### config.mk
export PLATFORM = sky130hd
export DESIGN_NAME = spi_port_with_status
export DESIGN_NICKNAME = d
export VERILOG_FILES = /design/src/shared/spi_port_pkg.sv /design/src/rtl/spi_port_with_status.sv
export SDC_FILE = /design/constraint.sdc
export NUM_CORES = 1
export LEC_CHECK = 0
export CELL_PAD_IN_SITES_DETAIL_PLACEMENT = 0
export CELL_PAD_IN_SITES_GLOBAL_PLACEMENT = 1
export CORE_ASPECT_RATIO = 1.4
export CORE_MARGIN = 4
export CORE_UTILIZATION = 53
export DETAILED_ROUTE_END_ITERATION = 16
export DONT_BUFFER_PORTS = 1
export GPL_TIMING_DRIVEN = 0
export HOLD_SLACK_MARGIN = 0.02
export PLACE_DENSITY = 0.87
export SETUP_SLACK_MARGIN = 0.4
export SLEW_MARGIN = 20
export SYNTH_ARGS = -nofsm -noshare
export SYNTH_HDL_FRONTEND = slang
export SYNTH_SLANG_ARGS = --single-unit
### constraint.sdc
create_clock -name clk -period 5.9 [get_ports clk]
set_input_delay 0.59 -clock clk [delete_from_list [all_inputs] [get_ports clk]]
set_output_delay 0.59 -clock clk [all_outputs]
set_load 0.05 [all_outputs]
### src/shared/spi_port_pkg.sv
// register map, control fields, carriers and state record of the spi port
package spi_port_pkg;
	localparam logic [31:0] ADDR_STATUS = 32'hffff_0a00;
	localparam logic [31:0] ADDR_RX     = 32'hffff_0a04;
	localparam logic [31:0] ADDR_TX     = 32'hffff_0a08;
	localparam logic [31:0] ADDR_DIV    = 32'hffff_0a0c;
	localparam logic [31:0] ADDR_CTRL   = 32'hffff_0a10;
	// one-hot decode positions
	localparam int R_STATUS = 0;
	localparam int R_RX     = 1;
	localparam int R_TX     = 2;
	localparam int R_DIV    = 3;
	localparam int R_CTRL   = 4;
	// control field positions
	localparam int C_EN      = 0;
	localparam int C_MASTER  = 1;
	localparam int C_CPHA    = 2;
	localparam int C_CPOL    = 3;
	localparam int C_TMDE    = 6;
	localparam int C_MISO_OE = 9;
	localparam int C_LOOP    = 10;
	localparam int C_RFLUSH  = 12;
	localparam int C_TFLUSH  = 13;
	localparam int C_MODE    = 14;
	// sticky flag vector positions
	localparam int F_ANY = 0;
	localparam int F_UNF = 1;
	localparam int F_TXI = 2;
	localparam int F_RXI = 3;
	localparam int F_OVF = 4;
	// reset values and counts
	localparam logic [15:0] CTRL_RST       = 16'h0000;
	localparam logic [7:0]  DIV_RST        = 8'h00;
	localparam logic [2:0]  FIFO_DEPTH     = 3'h4;
	localparam logic [3:0]  LAST_BIT       = 4'h7;
	localparam logic [4:0]  LAST_EDGE      = 5'h0f;
	localparam logic [4:0]  STALL_HALVES   = 5'h01;

	typedef enum logic [2:0] {
		P_IDLE  = 3'b001,
		P_XFER  = 3'b010,
		P_STALL = 3'b100
	} phase_e;

	typedef struct packed {
		logic        psel;
		logic        penable;
		logic        pwrite;
		logic [31:0] paddr;
		logic [31:0] pwdata;
	} apb_req_s;

	typedef struct packed {
		logic [31:0] prdata;
		logic        pready;
		logic        pslverr;
	} apb_rsp_s;

	typedef struct packed {
		logic serial_clock_line;
		logic mosi;
		logic miso;
		logic cs_n;
	} pin_in_s;

	typedef struct packed {
		logic serial_clock_line_o;
		logic serial_clock_line_oe;
		logic mosi_o;
		logic mosi_oe;
		logic miso_o;
		logic miso_oe;
		logic cs_n_o;
		logic cs_n_oe;
	} pin_out_s;

	typedef struct packed {
		phase_e          fsm;
		logic [15:0]     ctrl;
		logic [7:0]      div;
		logic [3:0][7:0] txq;
		logic [2:0]      tx_cnt;
		logic [3:0][7:0] rxq;
		logic [2:0]      rx_cnt;
		logic [4:0]      flg;
		logic [7:0]      divcnt;
		logic [4:0]      edge_cnt;
		logic            sclk;
		logic            cs_n;
		logic [7:0]      tx_sh;
		logic [7:0]      rx_sh;
		logic [3:0]      bits;
		logic            first;
		logic [1:0]      txd_cnt;
		logic [31:0]     prdata;
		logic [1:0]      sclk_s;
		logic [1:0]      mosi_s;
		logic [1:0]      miso_s;
		logic [1:0]      cs_s;
		logic            sclk_prev;
	} state_s;
endpackage: spi_port_pkg

### src/rtl/spi_port_with_status.sv
// full-duplex byte spi port, master or slave, with clear-on-read status over apb
//
// Register access over APB was decided locally.
module spi_port_with_status import spi_port_pkg::*; (
	// clock and reset
	input  wire logic     clk,
	input  wire logic     srst,
	// apb slave
	input  wire apb_req_s apb_req,
	output apb_rsp_s      apb_rsp,
	// serial pins
	input  wire pin_in_s  pin_in,
	output pin_out_s      pin_out
);
	state_s     st;
	state_s     next_st;
	logic [4:0] sel;
	logic       setup, rd, wr, en, master, slave, cpha, cpol, tmde, rfl, tfl;
	logic [1:0] mode;
	logic       edge_ev, lead, smp, lnch, din, load, done, start;
	logic [7:0] byte_in;
	logic [4:0] ev, clr;

	function automatic logic [4:0] reg_sel(input logic [31:0] a);
		reg_sel = {a == ADDR_CTRL, a == ADDR_DIV, a == ADDR_TX, a == ADDR_RX, a == ADDR_STATUS};
	endfunction: reg_sel

	function automatic logic [31:0] status_word(input state_s s, input logic [1:0] m);
		logic rex;
		rex = s.rx_cnt > ({1'b0, m} + 3'h1);
		status_word = {20'h0_0000, rex, s.rx_cnt, s.flg[F_OVF], s.flg[F_RXI],
			s.flg[F_TXI], s.flg[F_UNF], s.tx_cnt, s.flg[F_ANY]};
	endfunction: status_word

	always_comb begin
		next_st = st;
		// pins pass two stages before use
		next_st.sclk_s    = {st.sclk_s[0], pin_in.serial_clock_line};
		next_st.mosi_s    = {st.mosi_s[0], pin_in.mosi};
		next_st.miso_s    = {st.miso_s[0], pin_in.miso};
		next_st.cs_s      = {st.cs_s[0], pin_in.cs_n};
		next_st.sclk_prev = st.sclk_s[1];
		en     = st.ctrl[C_EN];
		master = en & st.ctrl[C_MASTER];
		slave  = en & ~st.ctrl[C_MASTER];
		cpha   = st.ctrl[C_CPHA];
		cpol   = st.ctrl[C_CPOL];
		tmde   = st.ctrl[C_TMDE];
		rfl    = st.ctrl[C_RFLUSH];
		tfl    = st.ctrl[C_TFLUSH];
		mode   = st.ctrl[C_MODE +: 2];
		sel    = reg_sel(apb_req.paddr);
		setup  = apb_req.psel & ~apb_req.penable;
		rd     = apb_req.psel & apb_req.penable & ~apb_req.pwrite;
		wr     = apb_req.psel & apb_req.penable & apb_req.pwrite;
		edge_ev = 1'b0;
		lead    = 1'b0;
		load    = 1'b0;
		done    = 1'b0;
		start   = 1'b0;
		ev      = 5'h00;
		clr     = 5'h00;
		// read data is captured in setup; only flags seen there are cleared later
		if (setup) begin
			case (1'b1)
				sel[R_STATUS]: next_st.prdata = status_word(st, mode);
				// empty fifo reads zero, so flushed bytes left in storage stay hidden
				sel[R_RX]:     next_st.prdata = {24'h00_0000, (st.rx_cnt != 3'h0) ? st.rxq[0] : 8'h00};
				sel[R_DIV]:    next_st.prdata = {24'h00_0000, st.div};
				sel[R_CTRL]:   next_st.prdata = {16'h0000, st.ctrl};
				default:       next_st.prdata = 32'h0000_0000;
			endcase
		end
		if (rd & sel[R_STATUS]) begin
			clr = {st.prdata[7], st.prdata[6], st.prdata[5], st.prdata[4], st.prdata[0]};
		end
		if (wr & sel[R_CTRL]) begin
			next_st.ctrl = apb_req.pwdata[15:0];
		end
		if (wr & sel[R_DIV]) begin
			next_st.div = apb_req.pwdata[7:0];
		end
		if (rd & sel[R_RX] & (st.rx_cnt != 3'h0)) begin
			next_st.rxq    = {8'h00, st.rxq[3:1]};
			next_st.rx_cnt = st.rx_cnt - 3'h1;
		end
		case (st.fsm)
			P_IDLE: begin
				next_st.sclk = cpol;
				next_st.cs_n = 1'b1;
				// tx mode starts on queued data, rx mode on a read of the rx register
				if (master & (tmde ? (st.tx_cnt != 3'h0) : (rd & sel[R_RX]))) begin
					start = 1'b1;
				end
				if (slave & ~st.cs_s[1]) begin
					start = 1'b1;
				end
				if (start) begin
					next_st.fsm      = P_XFER;
					next_st.first    = cpha;
					next_st.bits     = 4'h0;
					next_st.divcnt   = 8'h00;
					next_st.edge_cnt = 5'h00;
					next_st.cs_n     = ~master;
					load             = 1'b1;
				end
			end
			P_XFER: begin
				if (st.ctrl[C_MASTER]) begin
					if (st.divcnt == st.div) begin
						next_st.divcnt   = 8'h00;
						next_st.sclk     = ~st.sclk;
						edge_ev          = 1'b1;
						lead             = ~st.edge_cnt[0];
						next_st.edge_cnt = st.edge_cnt + 5'h01;
						if (st.edge_cnt == LAST_EDGE) begin
							next_st.fsm      = P_STALL;
							next_st.cs_n     = 1'b1;
							next_st.edge_cnt = 5'h00;
						end
					end else begin
						next_st.divcnt = st.divcnt + 8'h01;
					end
				end else begin
					edge_ev = st.sclk_s[1] ^ st.sclk_prev;
					lead    = st.sclk_s[1] ^ cpol;
					if (st.cs_s[1]) begin
						next_st.fsm = P_IDLE;
					end
				end
				if (~en) begin
					next_st.fsm = P_IDLE;
				end
			end
			P_STALL: begin
				// one idle serial period between master bytes
				if (st.divcnt == st.div) begin
					next_st.divcnt   = 8'h00;
					next_st.edge_cnt = st.edge_cnt + 5'h01;
					if (st.edge_cnt == STALL_HALVES) begin
						next_st.fsm = P_IDLE;
					end
				end else begin
					next_st.divcnt = st.divcnt + 8'h01;
				end
			end
			default: begin
				next_st.fsm = P_IDLE;
			end
		endcase
		// loopback ties the receiver to our own transmit bit
		din     = st.ctrl[C_LOOP] ? st.tx_sh[7] : (st.ctrl[C_MASTER] ? st.miso_s[1] : st.mosi_s[1]);
		smp     = edge_ev & (lead ^ cpha);
		lnch    = edge_ev & ~(lead ^ cpha);
		byte_in = {st.rx_sh[6:0], din};
		if (smp) begin
			next_st.rx_sh = byte_in;
			next_st.bits  = st.bits + 4'h1;
			if (st.bits == LAST_BIT) begin
				done         = 1'b1;
				next_st.bits = 4'h0;
			end
		end
		if (lnch) begin
			if (st.first) begin
				next_st.first = 1'b0;
			end else begin
				next_st.tx_sh = {st.tx_sh[6:0], 1'b0};
			end
		end
		// slave keeps exchanging bytes for as long as it stays selected
		if (done & ~st.ctrl[C_MASTER]) begin
			load          = 1'b1;
			next_st.first = 1'b1;
		end
		if (load) begin
			if (tfl | (st.tx_cnt == 3'h0)) begin
				next_st.tx_sh = 8'h00;
				ev[F_UNF]     = 1'b1;
			end else begin
				next_st.tx_sh  = st.txq[0];
				next_st.txq    = {8'h00, st.txq[3:1]};
				next_st.tx_cnt = st.tx_cnt - 3'h1;
			end
		end
		// a full tx fifo ignores the write and keeps its bytes
		if (wr & sel[R_TX] & ~tfl & (next_st.tx_cnt < FIFO_DEPTH)) begin
			next_st.txq[next_st.tx_cnt[1:0]] = apb_req.pwdata[7:0];
			next_st.tx_cnt                   = next_st.tx_cnt + 3'h1;
		end
		if (tfl) begin
			next_st.tx_cnt = 3'h0;
		end
		if (rfl) begin
			next_st.rx_cnt = 3'h0;
		end
		if (done & ~rfl) begin
			if (next_st.rx_cnt == FIFO_DEPTH) begin
				ev[F_OVF] = 1'b1;
			end else begin
				next_st.rxq[next_st.rx_cnt[1:0]] = byte_in;
				next_st.rx_cnt                   = next_st.rx_cnt + 3'h1;
			end
			ev[F_RXI] = ~tmde & (next_st.rx_cnt > {1'b0, mode});
		end
		if (done & tmde) begin
			if (st.txd_cnt == mode) begin
				ev[F_TXI]       = ~rfl;
				next_st.txd_cnt = 2'h0;
			end else begin
				next_st.txd_cnt = st.txd_cnt + 2'h1;
			end
		end
		ev[F_ANY]   = ev[F_OVF] | ev[F_RXI] | ev[F_TXI] | (ev[F_UNF] & ~tfl);
		next_st.flg = (st.flg & ~clr) | ev;
	end

	always_ff @(posedge clk) begin
		if (srst) begin
			st        <= '0;
			st.fsm    <= P_IDLE;
			st.ctrl   <= CTRL_RST;
			st.div    <= DIV_RST;
			st.cs_n   <= 1'b1;
			st.cs_s   <= 2'b11;
		end else begin
			st <= next_st;
		end
	end

	assign apb_rsp.prdata  = st.prdata;
	assign apb_rsp.pready  = apb_req.psel & apb_req.penable;
	assign apb_rsp.pslverr = apb_req.psel & apb_req.penable & (sel == 5'h00);

	assign pin_out.serial_clock_line_o  = st.sclk;
	assign pin_out.serial_clock_line_oe = master;
	assign pin_out.mosi_o               = st.tx_sh[7];
	assign pin_out.mosi_oe              = master;
	assign pin_out.miso_o               = st.tx_sh[7];
	assign pin_out.miso_oe              = slave & st.ctrl[C_MISO_OE] & (st.fsm == P_XFER);
	assign pin_out.cs_n_o               = st.cs_n;
	assign pin_out.cs_n_oe              = master;

	// helper counters read only by assertions
	logic [8:0] hp_cnt;
	logic [4:0] fe_cnt;
	always_ff @(posedge clk) begin
		if (srst) begin
			hp_cnt <= 9'h000;
			fe_cnt <= 5'h00;
		end else begin
			hp_cnt <= ((st.fsm != P_XFER) || (st.sclk != next_st.sclk)) ? 9'h000 : hp_cnt + 9'h001;
			fe_cnt <= next_st.cs_n ? 5'h00 : fe_cnt + {4'h0, st.sclk != next_st.sclk};
		end
	end
endmodule: spi_port_with_status

== Yosys cells after proc, flatten, opt, wreduce, memory -nomap -nowiden ==
Index checks and enable logic that the tools add are counted.

* Register bits after elaboration: 180
* Bits of input ports: 73

* Add/subtract/negate cells: 9
* Magnitude comparators: 7
* Equal/unequal tests: 24
* Mux-type cells: 74
* Bitwise logic cells: 47
* Reduce and logical (&&, ||, !) cells: 19

{| class="wikitable"
|+ Operator list
! kind !! number
|-
| two-way mux 35 bit || 7
|-
| == test 32 bit (second input constant) || 5
|-
| bitwise mux 32 bit || 2
|-
| two-way mux 8 bit || 8
|-
| two-way mux 16 bit || 3
|-
| one-hot mux 13 bit (3 select lines) || 1
|-
| demux 8 bit (select 2 bit) || 2
|-
| two-way mux 32 bit || 1
|-
| two-way mux 1 bit || 27
|-
| two-way mux 3 bit || 9
|-
| bitwise AND 1 bit || 26
|-
| two-way mux 5 bit || 5
|-
| two-way mux 15 bit || 1
|-
| two-way mux 13 bit || 1
|-
| inequality test 4 bit (second input constant) || 3
|-
| inverter 1 bit || 11
|-
| inequality test 2 bit (second input constant) || 5
|-
| one-hot mux 3 bit (3 select lines) || 1
|-
| nonzero test 3 bit || 3
|-
| adder 8 x 1 -> 8 bit (second input constant) || 1
|-
| == test 8 bit || 1
|-
| two-way mux 4 bit || 2
|-
| nonzero test 2 bit || 4
|-
| two-way mux 7 bit || 1
|-
| other kinds (35) || 50
|}

== Longest topological paths before layout ==
* Word-level depth: 20
* Mapped depth: 17

== Least setup slack after synthesis ==
No wires, ideal clock.

* Kind: input to register
* Start point: input apb_req[54] (netlist name)
* End point: register st[79] (netlist name)
* Setup time: 0.133 ns
* Arrival time: 4.072 ns
* Required time: 5.767 ns
* Slack: 1.695 ns
* Stages on the path: 16
* Buffers on the path: 0
* Path through: nand4_1 or4b_1 nor4_4 xnor2_1 nor2_1 inv_1 ha_1 nand2_1 mux2_2 ha_1 nor2b_1 o21ai_0 nand2_1 or3_1 o2111ai_1 a31oi_1

* Cells in the longest elaborated chain, start to end: 15
* Elaborated cells between the ends (all ways): 32
* Classes of those cells: 1 x add/sub; 1 x order compare; 3 x eq/ne; 15 x mux; 12 x bitwise

{| class="wikitable"
|+ RTL lines
! element !! line !! RTL
|-
| from (decl) || spi_port_with_status.sv:9 || <nowiki>input wire apb_req_s apb_req,</nowiki>
|-
| == test 32 bit || spi_port_with_status.sv:25 || <nowiki>reg_sel = {a == ADDR_CTRL, a == ADDR_DIV, a == ADDR_TX, a == ADDR_RX, a == ADDR_STATUS};</nowiki>
|-
| bitwise AND 1 bit || spi_port_with_status.sv:83, spi_port_with_status.sv:92 ||
|-
| bitwise AND 1 bit || spi_port_with_status.sv:83 || <nowiki>if (rd & sel[R_RX] & (st.rx_cnt != 3'h0)) begin</nowiki>
|-
| two-way mux 35 bit || spi_port_with_status.sv:83 ||
|-
| two-way mux 3 bit || spi_port_with_status.sv:194 || <nowiki>if (rfl) begin</nowiki>
|-
| adder 3 x 1 -> 3 bit or == test 3 bit (tied branches) || spi_port_with_status.sv:202, spi_port_with_status.sv:198 ||
|-
| two-way mux 35 bit || spi_port_with_status.sv:198 || <nowiki>if (next_st.rx_cnt == FIFO_DEPTH) begin</nowiki>
|-
| two-way mux 35 bit || spi_port_with_status.sv:197 || <nowiki>if (done & ~rfl) begin</nowiki>
|-
| > comparator 3 x 2 -> 1 bit || spi_port_with_status.sv:204 || <nowiki>ev[F_RXI] = ~tmde & (next_st.rx_cnt > {1'b0, mode});</nowiki>
|-
| bitwise AND 1 bit || spi_port_with_status.sv:204 ||
|-
| two-way mux 2 bit || spi_port_with_status.sv:197 ||
|-
| OR 1 bit (3 in a row) || spi_port_with_status.sv:214 || <nowiki>ev[F_ANY] = ev[F_OVF] | ev[F_RXI] | ev[F_TXI] | (ev[F_UNF] & ~tfl);</nowiki>
|-
| OR 5 bit (*) || spi_port_with_status.sv:215 || <nowiki>next_st.flg = (st.flg & ~clr) | ev;</nowiki>
|-
| to (signal assigned) || spi_port_with_status.sv:227 || <nowiki>st <= next_st;</nowiki>
|-
| to (decl) || spi_port_with_status.sv:15 || <nowiki>state_s st;</nowiki>
|}

Every way passes the cells marked *; elsewhere a longest branch is shown, timed or not. The select of a mux whose other input is x is not followed.
A chain may end at the register's enable or synchronous reset.

== Worst setup path in the final report ==
* Start point: register st[84] (netlist name)
* End point: register st[79] (netlist name)

* Cells in the longest elaborated chain, start to end: 14
* Elaborated cells between the ends (all ways): 17
* Classes of those cells: 2 x add/sub; 1 x order compare; 1 x eq/ne; 6 x mux; 6 x bitwise; 1 x reduce/logical

{| class="wikitable"
|+ RTL lines
! element !! line
|-
| parallel branches: the longest is 2 deep, another holds subtractor 3 x 1 -> 3 bit || --
|-
| two-way mux 35 bit (*) || spi_port_with_status.sv:83
|-
| two-way mux 3 bit (*) || spi_port_with_status.sv:194
|-
| adder 3 x 1 -> 3 bit or == test 3 bit (tied branches) || spi_port_with_status.sv:202, spi_port_with_status.sv:198
|-
| two-way mux 35 bit || spi_port_with_status.sv:198
|-
| two-way mux 35 bit || spi_port_with_status.sv:197
|-
| > comparator 3 x 2 -> 1 bit || spi_port_with_status.sv:204
|-
| bitwise AND 1 bit || spi_port_with_status.sv:204
|-
| two-way mux 2 bit (*) || spi_port_with_status.sv:197
|-
| OR 1 bit (*) (3 in a row) || spi_port_with_status.sv:214
|-
| OR 5 bit (*) || spi_port_with_status.sv:215
|}

Every way passes the cells marked *. The select of a mux whose other input is x is not followed.

==> parameters.txt <==
Parameter                              Value

Status
  Result of the run ... completed

Critical path
  Endpoint class of the critical path ... register
  Dominant delay contributor by cell family on the critical path ... simple AND/OR/NAND/NOR gates
  Sum of buffers and inverters on the critical path ... 2
  Library cell contributing the largest single delay on the critical path ... sky130_fd_sc_hd__nor4_4
  Cell mode on critical path ... sky130_fd_sc_hd__ha_1
  Critical setup path kind ... reg2reg
  Delay of the slowest cell on the worst path ... 0.65 ns
  Startpoint class of the critical path ... register
  CP Cell Sequence ... inv_1 -> ha_1 -> a21o_1 -> nor4_4 -> xnor2_1 -> nor2_1 -> inv_1 -> ha_1 -> nand2_1 -> mux2_2 -> ha_1 -> nor2b_1 -> o21ai_0 -> nand2_1 -> or3_1 -> o2111ai_1 -> a31oi_1
  Worst endpoint data arrival time ... 4.97 ns
  Required time at the endpoint of the critical path ... 6.18 ns
  Max FO, Critical Path ... 8

CTS
  Count of instances resized after the clock tree is built ... 0
  CTS Hold Buffers Added ... 0
  Clock buffer count from CTS ... 17
  TritonCTS clock tree ... done
  Number of clock sinks ... 164
  Max clock buf depth ... 2
  Buffer count from post-CTS setup fixing ... 0
  Root buf cell ... sky130_fd_sc_hd__clkbuf_16
  Clock slew seen by the registers of the worst setup and hold paths ... 0.06 ns
  H-tree level count ... 4
  Skew-Pair Late Insertion Delay ... 0.43 ns

Logic synthesis
  Async set or reset register ratio after synthesis ... 0%
  Top cell type by total area after synthesis ... sky130_fd_sc_hd__dfxtp_1
  Synth cell count leaders ... sky130_fd_sc_hd__dfxtp_1 (164), sky130_fd_sc_hd__nor2_1 (128), sky130_fd_sc_hd__mux2i_1 (88), sky130_fd_sc_hd__nand2_1 (49), sky130_fd_sc_hd__buf_4 (39)
  Register bit total from synthesis ... 164
  Count of flip-flops with a built-in enable after synthesis ... 0
  Unique cell type count in the Yosys netlist ... 76
  Sequential cell area fraction in the yosys report ... 37.2%
  Area share of the leading cell type in the synthesized netlist ... 37.2%
  Most common cell in the synthesized netlist ... sky130_fd_sc_hd__dfxtp_1
  Number of cells produced by synthesis ... 962
  Avg Cell Area, Syn ... 9.17 sq um
  Most common flop cell mapped by yosys ... sky130_fd_sc_hd__dfxtp_1
  Total of warnings raised by yosys ... 0
  Biggest area contributors in the synthesized netlist ... sky130_fd_sc_hd__dfxtp_1 (37%), sky130_fd_sc_hd__mux2i_1 (10%), sky130_fd_sc_hd__nor2_1 (5.4%), sky130_fd_sc_hd__ha_1 (3.4%), sky130_fd_sc_hd__buf_4 (3.3%)
  Netlist Area Pre-Place ... 0.00882 sq mm

Min path
  Hold Path Class ... in2reg

Timing
  Worst Skew ... 0.00632 ns
  Slew at the pin with the worst max-slew slack ... 1.05 ns
  Final worst path period need ... 4.69 ns
  Final critical-path share of the clock period ... 79.5%
  Final setup vio count ... 0
  Upper clock frequency limit ... 213 MHz
  RSZ-0062 raised after global routing ... false
  Sum of negative setup slack ... 0 ns
  Final Max Slew Viols ... 0
  Slew Limit Headroom ... 29.2%
  Final Hold Fails ... 0

Routing
  Average routed wire per standard cell ... 19.6 um
  Iteration-0 DRC Markers ... 428
  Post-detailed-route DRC marker count ... 0
  Total iterations of the first detailed-routing run ... 5
  Final routed wirelength across all metal layers ... 23600 um
  Post-DRT Antenna Nets ... 0
  Via count ... 7089
  Average via count per standard cell ... 5.88

Pwr
  Pwr Total ... 2.42 mW
  Worst VDD drop ... 0.000164 V
  Pleak ... 3.60 nW
  Power per Cell Area ... 248 mW/mm^2

GRT
  Routing layer with the top usage in global route ... met2
  Grt total ovfl ... 0
  Global-route track usage on met3 ... 4.26%
  Maximum number of pins on one net before global-route repair ... 17
  Via count of the first global-routing pass ... 7053
  Total Routing Usage GR ... 25.7%
  Global-route track usage on met1 ... 30.2%
  Initial antenna violation count ... 0
  Met2 demand-to-capacity share in global routing ... 44.8%
  First-pass GRT wire length ... 37500 um

Die
  Floorplan die area ... 0.0188 sq mm
  Site row count ... 55
  Die Width ... 117 um
  IO Count ... 115
  Core area ... 0.0162 sq mm
  Chip Height ... 161 um
  Initial standard-cell utilization of the core ... 54.3%

Placement
  Placer Congestion ... 0.873
  Dpl hpwl ... 18100 um
  # port buffers ... 0

Finish
  Area overhead of the layout relative to synthesis ... 10.6%
  Area occupied by registers ... 0.00328 sq mm
  Count of filler cells inserted in the layout ... 1486
  Combined area of the multi-input logic cells ... 0.00492 sq mm
  Proportion of layout cells with a drive suffix above 1 ... 15.1%
  Final net count ... 1093

Flow run
  MaxCap Viol Count ... 0
==> cell families after synthesis <==
logic type	after synthesis	share of synthesized area (%)
AOI/OAI and AO/OA	184	17.1
xor gates and xnor gates	25	2.48
adders and majority gates	24	3.40
buffers and inverters	123	7.72
DFF	164	37.2
muxes	107	12.4
other	1	0.0425
and+or+nand+nor	334	19.6
==> registers in the layout (all words and copies together), names as in the netlist <==
register,count
st,127
apb_rsp,16
byte_in,7
next_st,5
pin_out,3
mode,2
cpha,1
cpol,1
en,1
rfl,1
==> stage by stage <==
stage / instances / utilization (%) / hold WS (ns) / setup WS, ns / area [sq um]
detailed placement: 1176 / 56.2 / 0.397 / 1.03 / 9130
finish: 1206 / 60.1 / 0.271 / 1.21 / 9760
floorplan: 977 / - / 0.389 / 1.69 / 8880
global route: 1205 / 60.1 / 0.255 / 1.02 / 9760
CTS: 1205 / 60.1 / 0.257 / 1.29 / 9760
global placement: 1176 / 56.2 / 0.394 / 1.06 / 9130
==> final timing paths <==
| path | from | to | slack, ns | cells after the start |
|---|---|---|---|---|
| worst min-delay path | pin_in[0] | next_st[2] | 0.27 | 1 |
| worst max-delay path | st[84] | st[79] | 1.21 | 17 |
| worst min register to register | next_st[2] | st[2] | 0.41 | 1 |
| worst max register to register | st[84] | st[79] | 1.21 | 17 |
==> cells in the final DEF (no fill, tap or decap), types with 18 or more instances in the layout <==
cell and count:
sky130_fd_sc_hd__dfxtp_1 164, sky130_fd_sc_hd__nor2_1 128, sky130_fd_sc_hd__mux2i_1 88, sky130_fd_sc_hd__nand2_1 49
sky130_fd_sc_hd__buf_4 39, sky130_fd_sc_hd__nand3_1 37, sky130_fd_sc_hd__a21oi_1 37, sky130_fd_sc_hd__inv_1 31
sky130_fd_sc_hd__a211oi_1 31, sky130_fd_sc_hd__clkbuf_1 28, sky130_fd_sc_hd__ha_1 24, sky130_fd_sc_hd__o21ai_0 20
sky130_fd_sc_hd__mux2_2 18, sky130_fd_sc_hd__a211oi_2 18
==> layer usage <==
| metal | wire length (um) | part of all wire, % | vias to the layer above |
|---|---|---|---|
| li1 | - | - | 3473 |
| met1 | 9390 | 40 | 3391 |
| met2 | 12300 | 52 | 169 |
| met3 | 933 | 3.9 | 56 |
| met4 | 994 | 4.2 | 0 |
| met5 | 0 | 0 | - |
==> report_power, final <==
group	internal [mW]	switching [mW]
Sequential	1.11	0.00405
Combinational	0.0253	0.0780
Clock	0.756	0.447
Total	1.89	0.529
==> layout make-up <==
type                            count  share of cell area [%]
Inverter                           32                    1.23
Buffer                             91                    5.74
Multi-Input combinational cell    690                    50.4
Antenna cell                        1                  0.0256
Tap cell                          199                    2.55
Clock buffer                       20                    4.58
Sequential cell                   164                    33.6
Clock inverter                      9                    1.83
Note: power is estimated with default switching activity, not from simulation.
